### src/design/pfswc_pkg.sv
////////////////////////////////////////////////////////////////////////////////
// Notes on behaviour
// - calibration select 1 reads test area, 0 reads user area; reads only.
// - write enable set permits writes; clear blocks every program write.
// - write start begins a write; hardware clears it; software zero ignored.
// - read start runs one read; hardware clears it; software cannot clear.
// - control bit 7 reads one, bits 5 to 3 read zero, writes ignored.
// - address loaded first; fetch uses second cycle after read start.
// - read data lands next cycle; held until next read or overwrite.
// - writes into protected segments refused; reads and execution still allowed.
// - write protection ignored while external serial programming is active.
// - unlocked write at non-last word only latches data into buffer.
// - array programming only from unlocked write at low bits 111.
// - last-word write erases surrounding sixteen words, then programs buffer.
// - block is eight aligned consecutive words; never spans two blocks.
// - two setup cycles after write start; execution resumes third instruction.
// - erase halts CPU about 4 ms; clocks and peripherals keep running.
// - conflicting 0011 erase trigger resolved to the eight-word 111 trigger.
// - write enable clear at power-up; no writes while power-up timer runs.
// - with code protection CPU access stays, test memory access disabled.
// - write requested with calibration select set performs no write.
// - unlock register stores nothing and reads zero.
// - data pair is a 14-bit word, address pair a 13-bit address.
////////////////////////////////////////////////////////////////////////////////
package pfswc_pkg;

  // register byte offsets
  localparam logic [7:0] OFS_CTRL   = 8'h00;
  localparam logic [7:0] OFS_UNLOCK = 8'h04;
  localparam logic [7:0] OFS_ADR_LO = 8'h08;
  localparam logic [7:0] OFS_ADR_HI = 8'h0c;
  localparam logic [7:0] OFS_DAT_LO = 8'h10;
  localparam logic [7:0] OFS_DAT_HI = 8'h14;
  localparam logic [7:0] OFS_STATUS = 8'h18;

  // control register fields
  localparam int CTRL_RD     = 0;
  localparam int CTRL_WR     = 1;
  localparam int CTRL_FLASH_WRITE_ENABLE   = 2;
  localparam int CTRL_CALIBRATION_AREA_SELECT = 6;
  localparam int CTRL_ONE    = 7;

  // reset values
  localparam logic [7:0]  ADR_LO_RST = 8'h00;
  localparam logic [4:0]  ADR_HI_RST = 5'h00;
  localparam logic [13:0] DATA_RST   = 14'h0000;

  // widths
  localparam int AW = 13;
  localparam int DW = 14;
  localparam int BLK_WORDS = 8;

  // unlock keys and block layout
  localparam logic [7:0] UNLOCK_KEY1 = 8'h55;
  localparam logic [7:0] UNLOCK_KEY2 = 8'haa;
  localparam logic [2:0] BLK_LAST    = 3'h7;

  // timing
  localparam int CLK_KHZ      = 50000;
  localparam int ERASE_TIME_MS = 4;
  localparam int PWRT_TIME_MS  = 72;
  localparam int ERASE_CYC = ERASE_TIME_MS * CLK_KHZ;
  localparam int PWRT_CYC  = PWRT_TIME_MS * CLK_KHZ;
  localparam int SETUP_CYC = 2;
  localparam int PROG_CYC  = 64;

  // write-protect field decode: protected upper bound (exclusive)
  localparam logic [1:0]  WP_NONE   = 2'h3;
  localparam logic [1:0]  WP_LOW    = 2'h2;
  localparam logic [1:0]  WP_HALF   = 2'h1;
  localparam logic [13:0] WP_LOW_TOP  = 14'h0400;
  localparam logic [13:0] WP_HALF_TOP = 14'h1000;

  typedef struct packed {
    logic          rd;
    logic          erase;
    logic          prog;
    logic          test_sel;
    logic [AW-1:0] addr;
  } pfswc_flash_cmd_t;

  typedef struct packed {
    logic [1:0] write_protect_field;
    logic       code_protect;
    logic       ext_prog_active;
  } pfswc_fuse_t;

  typedef enum logic [2:0] {
    ST_IDLE, ST_RD_WAIT, ST_RD_FETCH, ST_WR_SETUP, ST_ERASE, ST_PROG
  } pfswc_state_t;

endpackage : pfswc_pkg

### src/design/pfswc_ctrl.sv
`timescale 1ns/10ps
`default_nettype none
module pfswc_ctrl
  import pfswc_pkg::*;
#(
  parameter int ERASE_CYCLES = ERASE_CYC,
  parameter int PWRT_CYCLES  = PWRT_CYC,
  parameter int PROG_CYCLES  = PROG_CYC
) (
  // clock and reset
  input  wire logic                   hclk,
  input  wire logic                   hresetn,
  // ahb-lite slave
  input  wire logic                   hsel,
  input  wire logic [31:0]            haddr,
  input  wire logic [1:0]             htrans,
  input  wire logic                   hwrite,
  input  wire logic [2:0]             hsize,
  input  wire logic [31:0]            hwdata,
  input  wire logic                   hready,
  output logic                        hreadyout,
  output logic                        hresp,
  output logic [31:0]                 hrdata,
  // configuration fuses, asynchronous
  input  wire pfswc_fuse_t            fuse_in,
  // flash array
  output pfswc_flash_cmd_t            flash_cmd,
  output logic [BLK_WORDS*DW-1:0]     flash_prog_words,
  input  wire logic [DW-1:0]          flash_rdata,
  // cpu
  output logic                        flash_cpu_halt
);

  ////////////////////////////////////////////////////////////////////////////
  // fuse synchroniser
  pfswc_fuse_t fuse_s1_r;
  pfswc_fuse_t fuse_r;

  always_ff @(posedge hclk or negedge hresetn) begin
    if (!hresetn) begin
      fuse_s1_r <= '0;
      fuse_r    <= '0;
    end else begin
      fuse_s1_r <= fuse_in;
      fuse_r    <= fuse_s1_r;
    end
  end

  ////////////////////////////////////////////////////////////////////////////
  // bus front end
  logic       dp_valid_r;
  logic       dp_write_r;
  logic [7:0] dp_addr_r;
  logic       rd_wait_r;
  logic [31:0] hrdata_r;
  logic       addr_ok;
  logic       wr_done;
  logic       acc_done;

  assign addr_ok = hsel && htrans[1] && hready;
  // reads take one wait state so hrdata comes from a flop
  assign hreadyout = !(dp_valid_r && !dp_write_r && !rd_wait_r);
  assign hresp = 1'b0;
  assign hrdata = hrdata_r;
  assign acc_done = dp_valid_r && hreadyout;
  assign wr_done = acc_done && dp_write_r;

  always_ff @(posedge hclk or negedge hresetn) begin
    if (!hresetn) begin
      dp_valid_r <= 1'b0;
      dp_write_r <= 1'b0;
      dp_addr_r  <= 8'h00;
    end else if (hready) begin
      dp_valid_r <= addr_ok;
      dp_write_r <= hwrite;
      dp_addr_r  <= {haddr[7:2], 2'b00};
    end
  end

  always_ff @(posedge hclk or negedge hresetn) begin
    if (!hresetn) begin
      rd_wait_r <= 1'b0;
    end else begin
      rd_wait_r <= dp_valid_r && !dp_write_r && !rd_wait_r;
    end
  end

  function automatic logic is_wr(input logic [7:0] ofs, input logic [7:0] a);
    return a == ofs;
  endfunction : is_wr

  ////////////////////////////////////////////////////////////////////////////
  // register storage
  logic             calibration_area_select_r;
  logic             flash_write_enable_r;
  logic             wr_r;
  logic             rd_r;
  logic [7:0]       adr_lo_r;
  logic [4:0]       adr_hi_r;
  logic [DW-1:0]    data_r;
  logic [DW-1:0]    buf_r [BLK_WORDS];
  logic [AW-1:0]    adr;
  pfswc_state_t     state_r;
  logic [31:0]      cnt_r;
  logic             halt_r;
  logic             pwrt_run_r;
  logic [31:0]      pwrt_cnt_r;
  logic [1:0]       ulk_r;
  logic             wr_req;
  logic             rd_req;
  logic             wr_ok;
  logic             wp_hit;
  logic             idle;
  logic             rd_fetch;
  logic             done_wr;

  assign adr  = {adr_hi_r, adr_lo_r};
  assign idle = state_r == ST_IDLE;

  ////////////////////////////////////////////////////////////////////////////
  // power-up timer
  always_ff @(posedge hclk or negedge hresetn) begin
    if (!hresetn) begin
      pwrt_cnt_r <= 32'h0000_0000;
      pwrt_run_r <= 1'b1;
    end else if (pwrt_run_r) begin
      pwrt_cnt_r <= pwrt_cnt_r + 32'h0000_0001;
      if (pwrt_cnt_r == 32'(PWRT_CYCLES - 1)) begin
        pwrt_run_r <= 1'b0;
      end
    end
  end

  ////////////////////////////////////////////////////////////////////////////
  // unlock sequence tracker
  always_ff @(posedge hclk or negedge hresetn) begin
    if (!hresetn) begin
      ulk_r <= 2'd0;
    end else if (acc_done) begin
      // any access that does not continue the sequence aborts it
      if (dp_write_r && is_wr(OFS_UNLOCK, dp_addr_r)
          && hwdata[7:0] == UNLOCK_KEY1) begin
        ulk_r <= 2'd1;
      end else if (ulk_r == 2'd1 && dp_write_r && is_wr(OFS_UNLOCK, dp_addr_r)
                   && hwdata[7:0] == UNLOCK_KEY2) begin
        ulk_r <= 2'd2;
      end else begin
        ulk_r <= 2'd0;
      end
    end
  end

  ////////////////////////////////////////////////////////////////////////////
  // request qualification
  function automatic logic wp_decode(input logic [1:0] f, input logic [AW-1:0] a);
    logic [13:0] top;
    top = (f == WP_LOW) ? WP_LOW_TOP : (f == WP_HALF) ? WP_HALF_TOP : 14'h2000;
    return (f != WP_NONE) && ({1'b0, a} < top);
  endfunction : wp_decode

  // serial programming bypasses the self-write protection
  assign wp_hit = wp_decode(fuse_r.write_protect_field, adr)
                  && !fuse_r.ext_prog_active;

  assign wr_req = wr_done && is_wr(OFS_CTRL, dp_addr_r) && hwdata[CTRL_WR]
                  && !wr_r && idle && ulk_r == 2'd2;
  assign wr_ok = flash_write_enable_r
                 && !calibration_area_select_r
                 && !pwrt_run_r
                 && !wp_hit;
  assign rd_req = wr_done && is_wr(OFS_CTRL, dp_addr_r) && hwdata[CTRL_RD]
                  && !rd_r && idle && !wr_req;
  assign rd_fetch = state_r == ST_RD_FETCH;
  assign done_wr = (state_r == ST_PROG && cnt_r == 32'h0000_0000)
                   || (state_r == ST_WR_SETUP && cnt_r == 32'h0000_0000
                       && adr_lo_r[2:0] != BLK_LAST);

  ////////////////////////////////////////////////////////////////////////////
  // control register
  always_ff @(posedge hclk or negedge hresetn) begin
    if (!hresetn) begin
      calibration_area_select_r <= 1'b0;
      flash_write_enable_r   <= 1'b0;
    end else if (wr_done && is_wr(OFS_CTRL, dp_addr_r)) begin
      calibration_area_select_r <= hwdata[CTRL_CALIBRATION_AREA_SELECT];
      flash_write_enable_r   <= hwdata[CTRL_FLASH_WRITE_ENABLE];
    end
  end

  always_ff @(posedge hclk or negedge hresetn) begin
    if (!hresetn) begin
      wr_r <= 1'b0;
    end else if (wr_req && wr_ok) begin
      wr_r <= 1'b1;
    end else if (done_wr) begin
      wr_r <= 1'b0;
    end
  end

  always_ff @(posedge hclk or negedge hresetn) begin
    if (!hresetn) begin
      rd_r <= 1'b0;
    end else if (rd_req) begin
      rd_r <= 1'b1;
    end else if (rd_fetch) begin
      rd_r <= 1'b0;
    end
  end

  ////////////////////////////////////////////////////////////////////////////
  // address and data registers
  always_ff @(posedge hclk or negedge hresetn) begin
    if (!hresetn) begin
      adr_lo_r <= ADR_LO_RST;
      adr_hi_r <= ADR_HI_RST;
    end else if (wr_done && is_wr(OFS_ADR_LO, dp_addr_r)) begin
      adr_lo_r <= hwdata[7:0];
    end else if (wr_done && is_wr(OFS_ADR_HI, dp_addr_r)) begin
      adr_hi_r <= hwdata[4:0];
    end
  end

  always_ff @(posedge hclk or negedge hresetn) begin
    if (!hresetn) begin
      data_r <= DATA_RST;
    end else if (rd_fetch) begin
      // test area gated off under code protection
      data_r <= (calibration_area_select_r && fuse_r.code_protect) ? DATA_RST : flash_rdata;
    end else if (wr_done && is_wr(OFS_DAT_LO, dp_addr_r)) begin
      data_r[7:0] <= hwdata[7:0];
    end else if (wr_done && is_wr(OFS_DAT_HI, dp_addr_r)) begin
      data_r[DW-1:8] <= hwdata[5:0];
    end
  end

  // buffer word indexed by the low address bits, block aligned
  always_ff @(posedge hclk or negedge hresetn) begin
    if (!hresetn) begin
      for (int i = 0; i < BLK_WORDS; i++) begin
        buf_r[i] <= DATA_RST;
      end
    end else if (wr_req && wr_ok) begin
      buf_r[adr_lo_r[2:0]] <= data_r;
    end
  end

  always_comb begin
    for (int i = 0; i < BLK_WORDS; i++) begin
      flash_prog_words[i*DW +: DW] = buf_r[i];
    end
  end

  ////////////////////////////////////////////////////////////////////////////
  // sequencer
  always_ff @(posedge hclk or negedge hresetn) begin
    if (!hresetn) begin
      state_r <= ST_IDLE;
      cnt_r   <= 32'h0000_0000;
      halt_r  <= 1'b0;
    end else begin
      unique case (state_r)
        ST_IDLE: begin
          if (wr_req && wr_ok) begin
            state_r <= ST_WR_SETUP;
            cnt_r   <= 32'(SETUP_CYC - 1);
          end else if (rd_req) begin
            state_r <= ST_RD_WAIT;
          end
        end
        ST_RD_WAIT: begin
          // first cycle after the set runs normally
          state_r <= ST_RD_FETCH;
          halt_r  <= 1'b1;
        end
        ST_RD_FETCH: begin
          state_r <= ST_IDLE;
          halt_r  <= 1'b0;
        end
        ST_WR_SETUP: begin
          if (cnt_r != 32'h0000_0000) begin
            cnt_r <= cnt_r - 32'h0000_0001;
          end else if (adr_lo_r[2:0] == BLK_LAST) begin
            // erase trigger is the eight-word last location only
            state_r <= ST_ERASE;
            cnt_r   <= 32'(ERASE_CYCLES - 1);
            halt_r  <= 1'b1;
          end else begin
            state_r <= ST_IDLE;
          end
        end
        ST_ERASE: begin
          if (cnt_r != 32'h0000_0000) begin
            cnt_r <= cnt_r - 32'h0000_0001;
          end else begin
            state_r <= ST_PROG;
            cnt_r   <= 32'(PROG_CYCLES - 1);
          end
        end
        ST_PROG: begin
          if (cnt_r != 32'h0000_0000) begin
            cnt_r <= cnt_r - 32'h0000_0001;
          end else begin
            state_r <= ST_IDLE;
            halt_r  <= 1'b0;
          end
        end
      endcase
    end
  end

  assign flash_cpu_halt = halt_r;

  ////////////////////////////////////////////////////////////////////////////
  // flash command, registered
  always_ff @(posedge hclk or negedge hresetn) begin
    if (!hresetn) begin
      flash_cmd <= '0;
    end else begin
      flash_cmd.rd       <= state_r == ST_RD_WAIT;
      flash_cmd.erase    <= state_r == ST_WR_SETUP && cnt_r == 32'h0000_0000
                            && adr_lo_r[2:0] == BLK_LAST;
      flash_cmd.prog     <= state_r == ST_ERASE && cnt_r == 32'h0000_0000;
      // writes always target user space
      flash_cmd.test_sel <= calibration_area_select_r && !fuse_r.code_protect
                            && state_r == ST_RD_WAIT;
      if (state_r == ST_WR_SETUP) begin
        flash_cmd.addr <= {adr[AW-1:4], 4'h0};
      end else if (state_r == ST_ERASE) begin
        flash_cmd.addr <= {adr[AW-1:3], 3'h0};
      end else begin
        flash_cmd.addr <= adr;
      end
    end
  end

  ////////////////////////////////////////////////////////////////////////////
  // read back
  always_ff @(posedge hclk or negedge hresetn) begin
    if (!hresetn) begin
      hrdata_r <= 32'h0000_0000;
    end else if (dp_valid_r && !dp_write_r && !rd_wait_r) begin
      unique case (dp_addr_r)
        OFS_CTRL:   hrdata_r <= {24'h0, 1'b1, calibration_area_select_r, 3'b000,
                                 flash_write_enable_r, wr_r, rd_r};
        OFS_UNLOCK: hrdata_r <= 32'h0000_0000;
        OFS_ADR_LO: hrdata_r <= {24'h0, adr_lo_r};
        OFS_ADR_HI: hrdata_r <= {27'h0, adr_hi_r};
        OFS_DAT_LO: hrdata_r <= {24'h0, data_r[7:0]};
        OFS_DAT_HI: hrdata_r <= {26'h0, data_r[DW-1:8]};
        OFS_STATUS: hrdata_r <= {28'h0, pwrt_run_r, ulk_r == 2'd2,
                                 halt_r, !idle};
        default:    hrdata_r <= 32'h0000_0000;
      endcase
    end
  end

  // hsize unused: only whole-word transfers are supported
  logic unused_ok;
  assign unused_ok = ^{hsize, haddr[31:8], haddr[1:0], hwdata[31:8]};

endmodule : pfswc_ctrl
`default_nettype wire

### config.mk
export PLATFORM = sky130hd
export DESIGN_NAME = pfswc_ctrl
export DESIGN_NICKNAME = d
export VERILOG_FILES = /design/src/design/pfswc_pkg.sv /design/src/design/pfswc_ctrl.sv
export SDC_FILE = /design/constraint.sdc
export NUM_CORES = 1
export LEC_CHECK = 0
export BUFFER_PORTS_ARGS = -buffer_cell sky130_fd_sc_hd__buf_2
export CORE_MARGIN = 2
export CORE_UTILIZATION = 40
export DETAILED_ROUTE_END_ITERATION = 8
export GPL_TIMING_DRIVEN = 0
export SLEW_MARGIN = 10
export SYNTH_ARGS = -nofsm -noshare
export SYNTH_HDL_FRONTEND = slang
export SYNTH_SLANG_ARGS = --single-unit
### constraint.sdc
create_clock -name hclk -period 3.7 [get_ports hclk]
set_input_delay 0.555 -clock hclk [delete_from_list [all_inputs] [get_ports hclk]]
set_output_delay 0.555 -clock hclk [all_outputs]
set_load 0.1 [all_outputs]
Word level (Yosys, flattened, before mapping)

Cells that the tools add are included.
Widths: inputs -> output; s select.

Add/sub/neg operators: 2
$lt $le $gt $ge: 3
Equal/unequal tests: 30
Mux-type cells: 38
Bitwise gates (word level): 2
Reductions and logical operators: 67

Operator list:

| cell                  | number |
|---|---|
| $mux 32               | 5 |
| $pmux 32 s4           | 1 |
| $bwmux 112            | 1 |
| $mux 14               | 5 |
| $pmux 8 s6            | 1 |
| $demux 14 s3          | 1 |
| $logic_and 1x1->1     | 39 |
| $add 32x1->32 const B | 1 |
| $eq 32x22->1 const B  | 1 |
| $logic_not 32->1      | 1 |
| $reduce_bool 32->1    | 1 |
| $sub 32x1->32 const B | 1 |
| $mux 3                | 7 |
| $eq 6x3->1 const B    | 3 |
| $pmux 3 s6            | 1 |
| $lt 13x14->1          | 1 |
| $eq 6x2->1 const B    | 2 |
| $logic_not 1->1       | 12 |
| $mux 6                | 2 |
| $ne 2x2->1 const B    | 6 |
| $reduce_and 4->1      | 3 |
| $eq 3x3->1 const B    | 3 |
| $mux 1                | 9 |
| $eq 8x7->1 const B    | 1 |
| other kinds (23)      | 34 |

Bits in registers: 280
Output and inout bits: 164

Depth between registers and ports, before layout

Gate-level depths: netlist of run 1.

Word-level depth: 16
Mapped depth: 12
Gate-level depth less buffers: 10

Least setup slack after synthesis of run 1

Ideal clock, no wire load.

Path type: reg2reg
Start point: reg dp_addr_r[4]
End point: reg buf_r, in the netlist flash_prog_words[31]
Arrival: 2.511 ns
Setup slack: 1.064 ns
Cell stages (with the launch flop): 8
Path buffers: 2
Period minus slack after synthesis: 2.636 ns
Cells stage by stage: dfrtp_1 -> buf_6 -> or4_4 -> nor4_4 -> nand4_2 -> nor4b_4 -> buf_6 -> mux2_2

Word-level cells in the longest chain between the ends: 7

RTL lines:

| item                           | line              | source |
|---|---|---|
| start, declared                | pfswc_ctrl.sv:53  | `logic [7:0] dp_addr_r;` |
| start signal, assigned         | pfswc_ctrl.sv:76  | `dp_addr_r <= {haddr[7:2], 2'b00};` |
| $logic_not 8->1                | pfswc_ctrl.sv:89  | `return a == ofs;` |
| $logic_and 1x1->1 (2 in a row) | pfswc_ctrl.sv:165 | `assign wr_req = wr_done && is_wr(OFS_CTRL, dp_addr_r) && hwdata[CTRL_WR]` |
| $logic_and 1x1->1 (3 in a row) | pfswc_ctrl.sv:166 | `&& !wr_r && idle && ulk_r == 2'd2;` |
| $logic_and 1x1->1              | pfswc_ctrl.sv:242 | `end else if (wr_req && wr_ok) begin` |
| end signal, assigned by index  | pfswc_ctrl.sv:243 | `buf_r[adr_lo_r[2:0]] <= data_r;` |
| end, declared                  | pfswc_ctrl.sv:101 | `logic [DW-1:0] buf_r [BLK_WORDS];` |

Every way passes these cells.
A chain may end at the register's enable or synchronous reset.

Worst setup path after layout of run 1

Start point: reg cnt_r[7]
End point: reg cnt_r[24]

Word-level cells in the longest chain between the ends: 3
Elaborated cells on any way between the ends: 9

RTL lines:

| item                                                       | line              | source |
|---|---|---|
| start, declared                                            | pfswc_ctrl.sv:104 | `logic [31:0] cnt_r;` |
| start signal, assigned                                     | pfswc_ctrl.sv:265 | `cnt_r <= 32'(SETUP_CYC - 1);` |
| start signal, assigned                                     | pfswc_ctrl.sv:281 | `cnt_r <= cnt_r - 32'h0000_0001;` |
| start signal, assigned                                     | pfswc_ctrl.sv:285 | `cnt_r <= 32'(ERASE_CYCLES - 1);` |
| $sub 32x1->32 / $reduce_bool 32->1 (equally long branches) | n/a               |  |
| $mux 32 (tied with other cells)                            | pfswc_ctrl.sv:300 | `if (cnt_r != 32'h0000_0000) begin` |
| $pmux 32 s4 / $reduce_and 4->1 (equally long branches)     | n/a               |  |

Several ways; a longest one is shown, not always the timed one. The select of a mux whose other input is x is not followed.

==> impl_results.md, run 1 <==
- Outcome: finished, violations left
- Violated checks: hold timing
- Endpoint type of the worst setup path: flip-flop
- CP startpoint kind: flip-flop
- Final-report max-slew violation count: 0
- #FFs+latches synth: 256
- Post-Syn Instances: 952
- Post-route clock period utilization: 0.893
- Slowest stage cell, crit path: o31ai_4
- Max-slew headroom: 0.393
- Library cell occupying the most area in the post-synthesis netlist: dfrtp_1
- Number of violations reported at the end of detailed-routing iteration 0: 474
- Initial Utilization: 0.406
- Int Pwr: 5.40 mW
- Syn Std Cell Area: 11300 um2
- Number of max-cap violations: 0
- Share of total power in sequential cells: 0.398
- CP most frequent cell: clkbuf_1
- Vias in the first global route: 7782
- Clock edge transition at the registers on the reported setup and hold paths: 0.06 ns
- Die outline area: 29700 um2
- Warnings from Yosys: 0
- Detailed Place HPWL: 20200 um
- Crit path cell chain: clkbuf_1 > nor4_1 > nand4b_1 > o31ai_4 > clkbuf_1 > nor2_1 > o21ai_0 > o41ai_1
- Arr. time, crit path: 3.70 ns
- Placement Cell Area: roughly 13000 um2
- Total congestion overflow: 0
- Final Hold Slack: -0.0292 ns
- Largest net degree at the start of global routing: 109
- Most instantiated flip-flop cell in the synthesis netlist: dfrtp_1
- Global-route wire length before repair: 43600 um
- Leading cell types in the layout, fill and taps excluded: dfrtp_1 (255), buf_2 (179), mux2_2 (136), nand2_1 (74), o21ai_0 (65)
- Final wirelength: 28400 um
- Proportion of netlist area held by the largest area contributor: 0.564
- Width of the die: 172 um
- TritonCTS buffer count: 28
- Sequential fraction of the synthesis area: 0.566
- Net total in the final layout: 1281
- Worst setup path class: reg2reg
- Root buffer cell: clkbuf_16
- Total net switching power: approximately 3 mW
- Area occupied by multi-input gates: 4490 um2
- Number of top-level design ports: 256
- Longest Clk Path Bufs: 3
- Leading post-synthesis cells by cell area: dfrtp_1 (56%), mux2_2 (14%), o21ai_0 (2.9%)
- Initial antenna violation count: 0
- Sink Count: 256
- CTS tree: built
- Pwr dens: 609 nW/um2
- Deepest level of the CTS H-tree: 1
- Part of the total power dissipated in the clock network: 0.337
- IR drop worst, VDD: 0.501 mV
- Share of layout cells above drive strength 1: 0.350
- Pre-antenna DRT Iters: 5
- Antenna Violating Nets Remaining: 0
- Post-synth ARST share: 1.00
- Leading cell type in the layout, fill and taps excluded: dfrtp_1
- Filler cell count: 2532
- Routed via count divided by cell count: 5.14
- Port-buffer cells: 175
- Diode insertion count for antenna repair: 0
- Wire length per cell after detailed routing: approximately 18 um
- Sequential standard cell area: 6410 um2
- Insertion delay to the later sink of the worst-skew pair: approximately 0.55 ns
- Worst hold path class: in2async
- Row count: between 60 and 70
- CP max FO: 10
- Net Sw Frac: 0.358
- Fin crit period: around 3.3 ns
- Distinct cell type count of the synthesized netlist: 68
- Maximum cell stage delay along the critical path: about 0.70 ns
- RSZ-0062 raised after global routing: no
- GRT Util Overall: 0.188
- Area inside the core boundary: 27900 um2
- Worst Clk Skew: 0.0247 ns
- Layout Cell Area excl Fill: between 10000 and 15000 um2
- Total number of vias: 8129
- Final Hold Vio Count: 12
- Post-synthesis area per instance: 11.9 um2
- Static leakage: around 7 nW
- Number of enable-type register cells in the synthesized netlist: 0
- Required time of the critical path: 4.09 ns
- Post-CTS setup buffer count: 0
- Setup violators final: 0
- Die extent in y: between 150 and 200 um
- Power share of the combinational group: 0.265
- Detailed-route DRC error count: 0
- Highest achievable clock rate: 303 MHz
- Placer congestion estimate: 0.850
- Area growth, synth to finish: 21.8%
- Transition time at the pin with the least slew margin: 0.904 ns
## Yosys cell counts (all sizes together), types with 2 or more instances
library cell,instances
dfrtp,255
mux2,139
nand2,77
o21ai,65
buf,49
nor2,41
clkbuf,33
nand3,27
xnor2,24
a21oi,23
nor3,20
nand4,16
nor4,15
inv,14
and3,12
a22oi,9
and2,9
xor2,9
o41ai,8
or3,8
nand2b,7
o31ai,7
ha,6
mux2i,6
a31oi,5
nor3b,5
nor4b,5
o31a,5
a222oi,4
nand4b,4
nor2b,4
or2,4
a211oi,3
and4,3
nand3b,3
o211ai,3
o22ai,3
or4,3
a21o,2
a22o,2
nor4bb,2
o22a,2
## metal layers
| layer | vias up | global-route usage | share of wire |
|---|---|---|---|
| li1 | 3820 | - | - |
| met1 | 4047 | 0.266 | 0.46 |
| met2 | 235 | 0.304 | 0.46 |
| met5 | - | 0 | 0 |
| met3 | 27 | 0.0364 | 0.064 |
| met4 | 0 | 0.0354 | 0.013 |
## power by group through the flow
stage	logic [mW]	clock network, mW	registers (mW)
2_1_floorplan	1.35	0	3.55
3_3_place_gp	2.18	0	3.38
3_5_place_dp	2.21	0	3.38
4_1_cts	2.22	2.89	3.34
5_1_grt	2.45	3.01	3.39
6_report	2.23	2.83	3.34
## logic make-up (layout without fill, tap and decap cells)
group                      count (synthesis)  after routing  share of synthesized area
AOI/OAI and AO/OA                        145            145                     0.0793
xor gates and xnor gates                  33             33                     0.0255
adders and majority gates                  6              6                    0.00663
buffers and inverters                     96            325                     0.0465
DFF                                      256            256                      0.566
muxes                                    146            146                      0.146
other                                      1             25                   0.000331
and+or+nand+nor                          269            269                      0.130
## metrics by stage
step	cells	setup TNS (ns)	utilization	power, mW	setup WS (ns)
CTS	1583	0	0.495	8.45	0.265
detailed placement	1531	0	0.460	5.60	0.279
finish	1583	0	0.495	8.40	0.396
floorplan	976	0	-	4.90	1.06
global placement	1529	-666.35	0.458	5.56	-2.63
global route	1583	0	0.495	8.85	0.0848
## registers in the layout, indices dropped and copies added, names as in the netlist, 2 cells and up
| name | cells |
|---|---|
| cnt_r | 32 |
| adr_lo_r | 8 |
| state_r | 3 |
| flash_prog_words | 112 |
| dp_addr_r | 6 |
| ulk_r | 2 |
| fuse_s1_r | 4 |
| hrdata | 8 |
| pwrt_cnt_r | 32 |
| flash_cmd | 17 |
| adr_hi_r | 5 |
| fuse_r | 4 |
| data_r | 14 |
## critical path: cells and delay by family, from the launching register on
| family | cells | cell delay [ns] |
|---|---|---|
| simple gates | 3 | 1.07 |
| compound gates | 3 | 0.99 |
| buf+inv | 2 | 0.74 |
| flops | 1 | 0.36 |
## path summary, 6_finish.rpt
check	from	to	slack (ns)	depth (start not counted)
max	cnt_r[7]$_DFFE_PN0P_	cnt_r[24]$_DFFE_PN0P_	0.40	8
min	hresetn	flash_cmd[9]$_DFF_PN0_	-0.03	1
max reg2reg	cnt_r[7]$_DFFE_PN0P_	cnt_r[24]$_DFFE_PN0P_	0.40	8
min reg2reg	fuse_s1_r[3]$_DFF_PN0_	fuse_r[3]$_DFF_PN0_	0.34	0
max in group asynchronous	hresetn	pwrt_run_r$_DFF_PN1_	2.42	3
min in group hclk	fuse_in[1]	fuse_s1_r[1]$_DFF_PN0_	0.12	1
## repair_timing
action                                  4_1_cts  5_1_grt
hold buffers                                  0        0
resized for setup                             0        1
endpoints found under the setup margin        0        2
## final cells by class
| type | count | share of cell area |
|---|---|---|
| clock buffers | 43 | 0.0607 |
| multi-input cells | 624 | 0.325 |
| plain buffers | 82 | 0.0344 |
| flip-flops and latches | 256 | 0.465 |
| well taps | 378 | 0.0343 |
| clock inverters | 9 | 0.00871 |
| inverters | 14 | 0.00381 |
| repair buffers | 177 | 0.0682 |
(Power assumes the default switching activity.)
==> inputs of run 2 (changes only) <==
--- a/config.mk
+++ b/config.mk
@@ -6,10 +6,13 @@
 export NUM_CORES = 1
 export LEC_CHECK = 0
 export BUFFER_PORTS_ARGS = -buffer_cell sky130_fd_sc_hd__buf_2
+export CELL_PAD_IN_SITES_DETAIL_PLACEMENT = 2
+export CELL_PAD_IN_SITES_GLOBAL_PLACEMENT = 2
 export CORE_MARGIN = 2
-export CORE_UTILIZATION = 40
+export CORE_UTILIZATION = 32
 export DETAILED_ROUTE_END_ITERATION = 8
 export GPL_TIMING_DRIVEN = 0
+export PLACE_DENSITY_LB_ADDON = 0.1
 export SLEW_MARGIN = 10
 export SYNTH_ARGS = -nofsm -noshare
 export SYNTH_HDL_FRONTEND = slang
==> constraint.sdc (replaced) <==
create_clock -name hclk -period 2.82 [get_ports hclk]
set_input_delay 0.423 -clock hclk [delete_from_list [all_inputs] [get_ports hclk]]
set_output_delay 0.423 -clock hclk [all_outputs]
set_load 0.1 [all_outputs]
==> impl_results.md, run 2 (same netlist as run 1, synthesis figures left out) <==
- Insertion delay to the later sink of the worst-skew pair: 0.57 ns
- Setup TNS: 0 ns
- Number of violations reported at the end of detailed-routing iteration 0: 356
- Crit path capture: flash_prog_words[32]$_DFFE_PN0P_
- Port-buffer cells: 175
- Global-route wire length before repair: 55900 um
- Area occupied by multi-input gates: 4600 um2
- Wire length per cell after detailed routing: 21.5 um
- GRT Util Overall: 0.198
- Largest net degree at the start of global routing: roughly 110
- CP max FO: 10
- Pwr dens: around 820 nW/um2
- Share of total power in sequential cells: 0.383
- Final Hold Slack: 0.0630 ns
- Minimum setup slack in the final design: 0.0917 ns
- Worst setup path class: reg2reg
- Placer congestion estimate: 0.753
- Startpoint of the worst-slack reg-to-reg timing path: dp_addr_r[4]$_DFFE_PN0P_
- Vias in the first global route: 9114
- Final Hold Vio Count: 0
- Flip-flop count of the largest register after layout: 112
- Area growth, synth to finish: 24.9%
- First element of the critical path: dp_addr_r[4]$_DFFE_PN0P_
- Final core area utilization: 0.407
- RSZ-0062 raised after global routing: yes
- Worst Clk Skew: 0.0260 ns
- Leading cell types in the layout, fill and taps excluded: dfrtp_1 (255), buf_2 (178), mux2_2 (136), nand2_1 (74), o21ai_0 (65)
- Worst setup slack after placement: -0.742 ns
- Total congestion overflow: 0
- Pre-antenna DRT Iters: 4
- Filler cell count: 3642
- Diode insertion count for antenna repair: 0
- Die extent in y: 192 um
- Post-route clock period utilization: 0.967
- Net total in the final layout: 1295
- Root buffer cell: clkbuf_16
- Initial Utilization: 0.326
- Longest Clk Path Bufs: 3
- CP startpoint kind: flip-flop
- Part of the total power dissipated in the clock network: 0.328
- Setup violators final: 0
- Int Pwr: 7.21 mW
- Detailed-route DRC error count: 0
- Worst hold start: flash_rdata[9]
- Sequential standard cell area: approximately 6400 um2
- Clock edge transition at the registers on the reported setup and hold paths: 0.06 ns
- Outcome: completed
- Antenna Violating Nets Remaining: 0
- Area inside the core boundary: 34700 um2
- Static leakage: 7.08 nW
- TritonCTS buffer count: 30
- Worst Reg2Reg Path Length in Cells: 7
- Die outline area: roughly 37000 um2
- Arr. time, crit path: 3.18 ns
- Number of max-cap violations: 0
- Max-slew headroom: 0.398
- Number of top-level design ports: 256
- Transition time at the pin with the least slew margin: 0.903 ns
- Initial antenna violation count: 0
- Flop-to-flop setup slack: 0.09 ns
- Fin crit period: 2.73 ns
- Power share of the combinational group: 0.289
- Endpoint type of the worst setup path: flip-flop
- IR drop worst, VDD: 0.478 mV
- Total number of vias: 8426
- Detailed Place HPWL: 25600 um
- Final-report max-slew violation count: 0
- Share of layout cells above drive strength 1: 0.374
- Highest achievable clock rate: 367 MHz
- Leading cell type in the layout, fill and taps excluded: dfrtp_1
- Worst reg2reg endpoint: flash_prog_words[32]$_DFFE_PN0P_
- CTS tree: built
- Final wirelength: 35900 um
- Routed via count divided by cell count: about 5.0
- Net Sw Frac: 0.376
- Total net switching power: 4.34 mW
- Row count: 68
- Worst hold path class: in2reg
- Required time of the critical path: 3.27 ns
- Sink Count: around 260
- Deepest level of the CTS H-tree: 1
- Width of the die: a little under 200 um
## run 2: cell types whose count changed in the layout (fill, tap and decap cells not counted), moves of 5 or more
cell and delta:
buf_4 +8, clkbuf_1 -6, clkbuf_2 +5, dlygate4sd3_1 +5
nor3_1 -6
## run 2: worst max-delay path: stages, from the launching register on
cell,delay [ns]
dfrtp_1,0.37
buf_6,0.14
or4_4,0.59
nor4_4,0.26
nand4_2,0.28
nor4b_4,0.40
buf_6,0.23
mux2_2,0.36
## run 2: per-layer routing
metal	vias to the layer above	global-route usage	wire length, um
met4	0	0.0429	686
met5	-	0	0
met2	193	0.333	17100
met1	4345	0.274	16600
li1	3846	-	-
met3	42	0.0252	1550
## run 2: worst min-delay path by stage
stage,cells past startpoint,slack [ns],to
6_report,3,0.06,data_r[9]$_DFFE_PN0P_
5_1_grt,3,0.07,data_r[9]$_DFFE_PN0P_
4_1_cts,3,0.04,data_r[9]$_DFFE_PN0P_
3_5_place_dp,0,0.34,fuse_r[3]$_DFF_PN0_
3_3_place_gp,0,0.33,fuse_r[2]$_DFF_PN0_
2_1_floorplan,0,0.13,adr_hi_r[0]$_DFFE_PN0P_
## run 2: metrics by stage
stage	area, um2	std cells	total power, mW
floorplan	11400	976	6.43
global placement	12900	1606	7.55
detailed placement	12900	1608	7.64
CTS	14000	1672	11.6
global route	14100	1673	12.2
finish	14100	1673	11.5
## run 2: power by group through the flow
stage	Sequential (mW)	Combinational, mW	Clock [mW]
2_1_floorplan	4.66	1.77	0
3_3_place_gp	4.45	3.10	0
3_5_place_dp	4.47	3.17	0
4_1_cts	4.41	3.31	3.93
5_1_grt	4.49	3.68	4.08
6_report	4.42	3.34	3.79
## run 2: cell type report
cell class	instances	area share
timing repair buffer	191	0.0750
inverter	14	0.00372
multi-input combinational	624	0.325
clock inverter	10	0.00885
tap	455	0.0402
sequential	256	0.453
buffer	80	0.0345
clock buffer	43	0.0594
## run 2: timing repair
action	CTS	global route
endpoints found under the hold margin	88	0
setup buffers	7	2
setup endpoints to repair	134	92
gates resized for setup	14	29
pin swaps	5	2
hold buffers	5	0
==> inputs of run 3 (changes only) <==
--- a/config.mk
+++ b/config.mk
@@ -8,6 +8,7 @@
 export BUFFER_PORTS_ARGS = -buffer_cell sky130_fd_sc_hd__buf_2
 export CELL_PAD_IN_SITES_DETAIL_PLACEMENT = 2
 export CELL_PAD_IN_SITES_GLOBAL_PLACEMENT = 2
+export CORE_ASPECT_RATIO = 1.2
 export CORE_MARGIN = 2
 export CORE_UTILIZATION = 32
 export DETAILED_ROUTE_END_ITERATION = 8
==> impl_results.md, run 3 (same netlist as run 1, synthesis figures left out) <==
- Outcome: completed
- Endpoint type of the worst setup path: flip-flop
- Initial Utilization: 0.324
- Post-route clock period utilization: 0.958
- Placement Cell Area: between 10000 and 15000 um2
- Worst Clk Skew: 0.0130 ns
- Net total in the final layout: 1294
- Filler cell count: 3682
- Max-slew headroom: 0.546
- Final core area utilization: 0.406
- Pre-antenna DRT Iters: 5
- Arr. time, crit path: 3.21 ns
- Leading cell type in the layout, fill and taps excluded: dfrtp_1
- Number of violations reported at the end of detailed-routing iteration 0: 341
- Detailed-route DRC error count: 0
- Width of the die: about 180 um
- Global-route wire length before repair: approximately 55000 um
- Routed via count divided by cell count: about 5
- Clock edge transition at the registers on the reported setup and hold paths: 0.06 ns
- IR drop worst, VDD: around 0.46 mV
- Final Hold Slack: 0.0684 ns
- Number of top-level design ports: 256
- Final-report max-slew violation count: 0
- Port-buffer cells: between 150 and 200
- Required time of the critical path: 3.33 ns
- Fin crit period: 2.70 ns
- Static leakage: between 7 and 8 nW
- Die extent in y: around 210 um
- Insertion delay to the later sink of the worst-skew pair: 0.57 ns
- Worst hold path class: in2reg
- Leading cell types in the layout, fill and taps excluded: dfrtp_1 (255), buf_2 (180), mux2_2 (136), nand2_1 (74), o21ai_0 (65)
- RSZ-0062 raised after global routing: yes
- Diode insertion count for antenna repair: 0
- Deepest level of the CTS H-tree: 1
- Hold Path Cell Cnt: 3
- Transition time at the pin with the least slew margin: 0.676 ns
- Final Hold Vio Count: 0
- CP max FO: 5
- Final wirelength: roughly 35000 um
- Vias in the first global route: 9089
- Longest Clk Path Bufs: 3
- Worst Reg2Reg Path Length in Cells: 9
- Detailed Place HPWL: 24900 um
- TritonCTS buffer count: 29
- GRT Util Overall: 0.189
- Pwr dens: 808 nW/um2
- Initial antenna violation count: 0
- Sink Count: 256
- Layout Cell Area excl Fill: 14200 um2
- Highest achievable clock rate: 370 MHz
- Root buffer cell: clkbuf_16
- Setup violators final: 0
- CP startpoint kind: flip-flop
- Antenna Violating Nets Remaining: 0
- Area inside the core boundary: ~35000 um2
- Total number of vias: 8379
- CTS tree: built
- Flip-flop count of the largest register after layout: 112
- Worst setup path class: reg2reg
- Share of layout cells above drive strength 1: 0.378
- Largest net degree at the start of global routing: 97
- PnR Total Power: approximately 11 mW
- Wire length per cell after detailed routing: between 20 and 25 um
- Row count: 75
- Number of max-cap violations: 0
- Area growth, synth to finish: 25.3%
- Die outline area: 36900 um2
- Total congestion overflow: 0
- Placer congestion estimate: 0.773
==> run 3: cell types whose count changed in the layout (fill, tap and decap cells not counted), sizes merged <==
cell,delta
clkbuf,-2
clkinvlp,+2
buf,+1
bufinv,-1
clkinv,-1
inv,+1
==> run 3: report_power, final <==
part | total (mW) | switching, mW | internal, mW
combinational | 3.25 | 2.34 | 0.906
sequential | 4.45 | 0.381 | 4.07
clock | 3.76 | 1.57 | 2.20
==> run 3: path summary, 6_finish.rpt <==
check,slack [ns],startpoint,to
setup / recovery,0.12,cnt_r[0]$_DFFE_PN0P_,cnt_r[1]$_DFFE_PN0P_
hold / removal,0.07,flash_rdata[13],data_r[13]$_DFFE_PN0P_
setup reg to reg,0.12,cnt_r[0]$_DFFE_PN0P_,cnt_r[1]$_DFFE_PN0P_
hold reg to reg,0.35,fuse_s1_r[3]$_DFF_PN0_,fuse_r[3]$_DFF_PN0_
max in group asynchronous,1.43,hresetn,cnt_r[9]$_DFFE_PN0P_
min in group asynchronous,0.42,hresetn,flash_prog_words[12]$_DFFE_PN0P_
==> run 3: final cells by class <==
class                   instances  area [um2]  area share
multi-input cells             624        4650       0.328
flip-flops and latches        256        6410       0.452
clock inverters                11         100     0.00706
inverters                      14        52.6     0.00370
plain buffers                  81         483      0.0340
repair buffers                190        1060      0.0745
clock buffers                  42         855      0.0602
well taps                     462         578      0.0408
==> run 3: layer usage <==
| metal | vias up | routed length, um | part of all wire | global-route usage |
|---|---|---|---|---|
| met5 | - | 0 | 0 | 0 |
| met4 | 0 | 613 | 0.018 | 0.0436 |
| met3 | 46 | 1160 | 0.033 | 0.0233 |
| met2 | 165 | 17400 | 0.50 | 0.328 |
| met1 | 4323 | 15400 | 0.45 | 0.253 |
| li1 | 3845 | - | - | - |
==> run 3: worst max-delay path, cell delays in order, from the launching register on <==
cell and delay (ns):
dfrtp_1 0.38, inv_1 0.10, ha_1 0.22, nor3b_4 0.24
nand4b_1 0.24, buf_6 0.22, or2_2 0.31, or4_1 0.56
a211oi_1 0.27, a21o_1 0.11
==> run 3: per-stage QoR <==
step / setup TNS, ns / setup slack [ns] / cells
global route: -0.153 / -0.0969 / 1680
floorplan: 0 / 0.184 / 976
global placement: -968.87 / -3.72 / 1613
finish: 0 / 0.118 / 1680
CTS: 0 / 0.00119 / 1681
detailed placement: -31.53 / -0.798 / 1615
==> run 3: timing repair <==
action                                 CTS  global route
buffers inserted                         8             0
hold buffers                             5             0
pin swaps                                5             1
cloned                                   0             0
endpoints found under the hold margin   79             0
gates resized for setup                 17            29
setup endpoints to repair              130            90
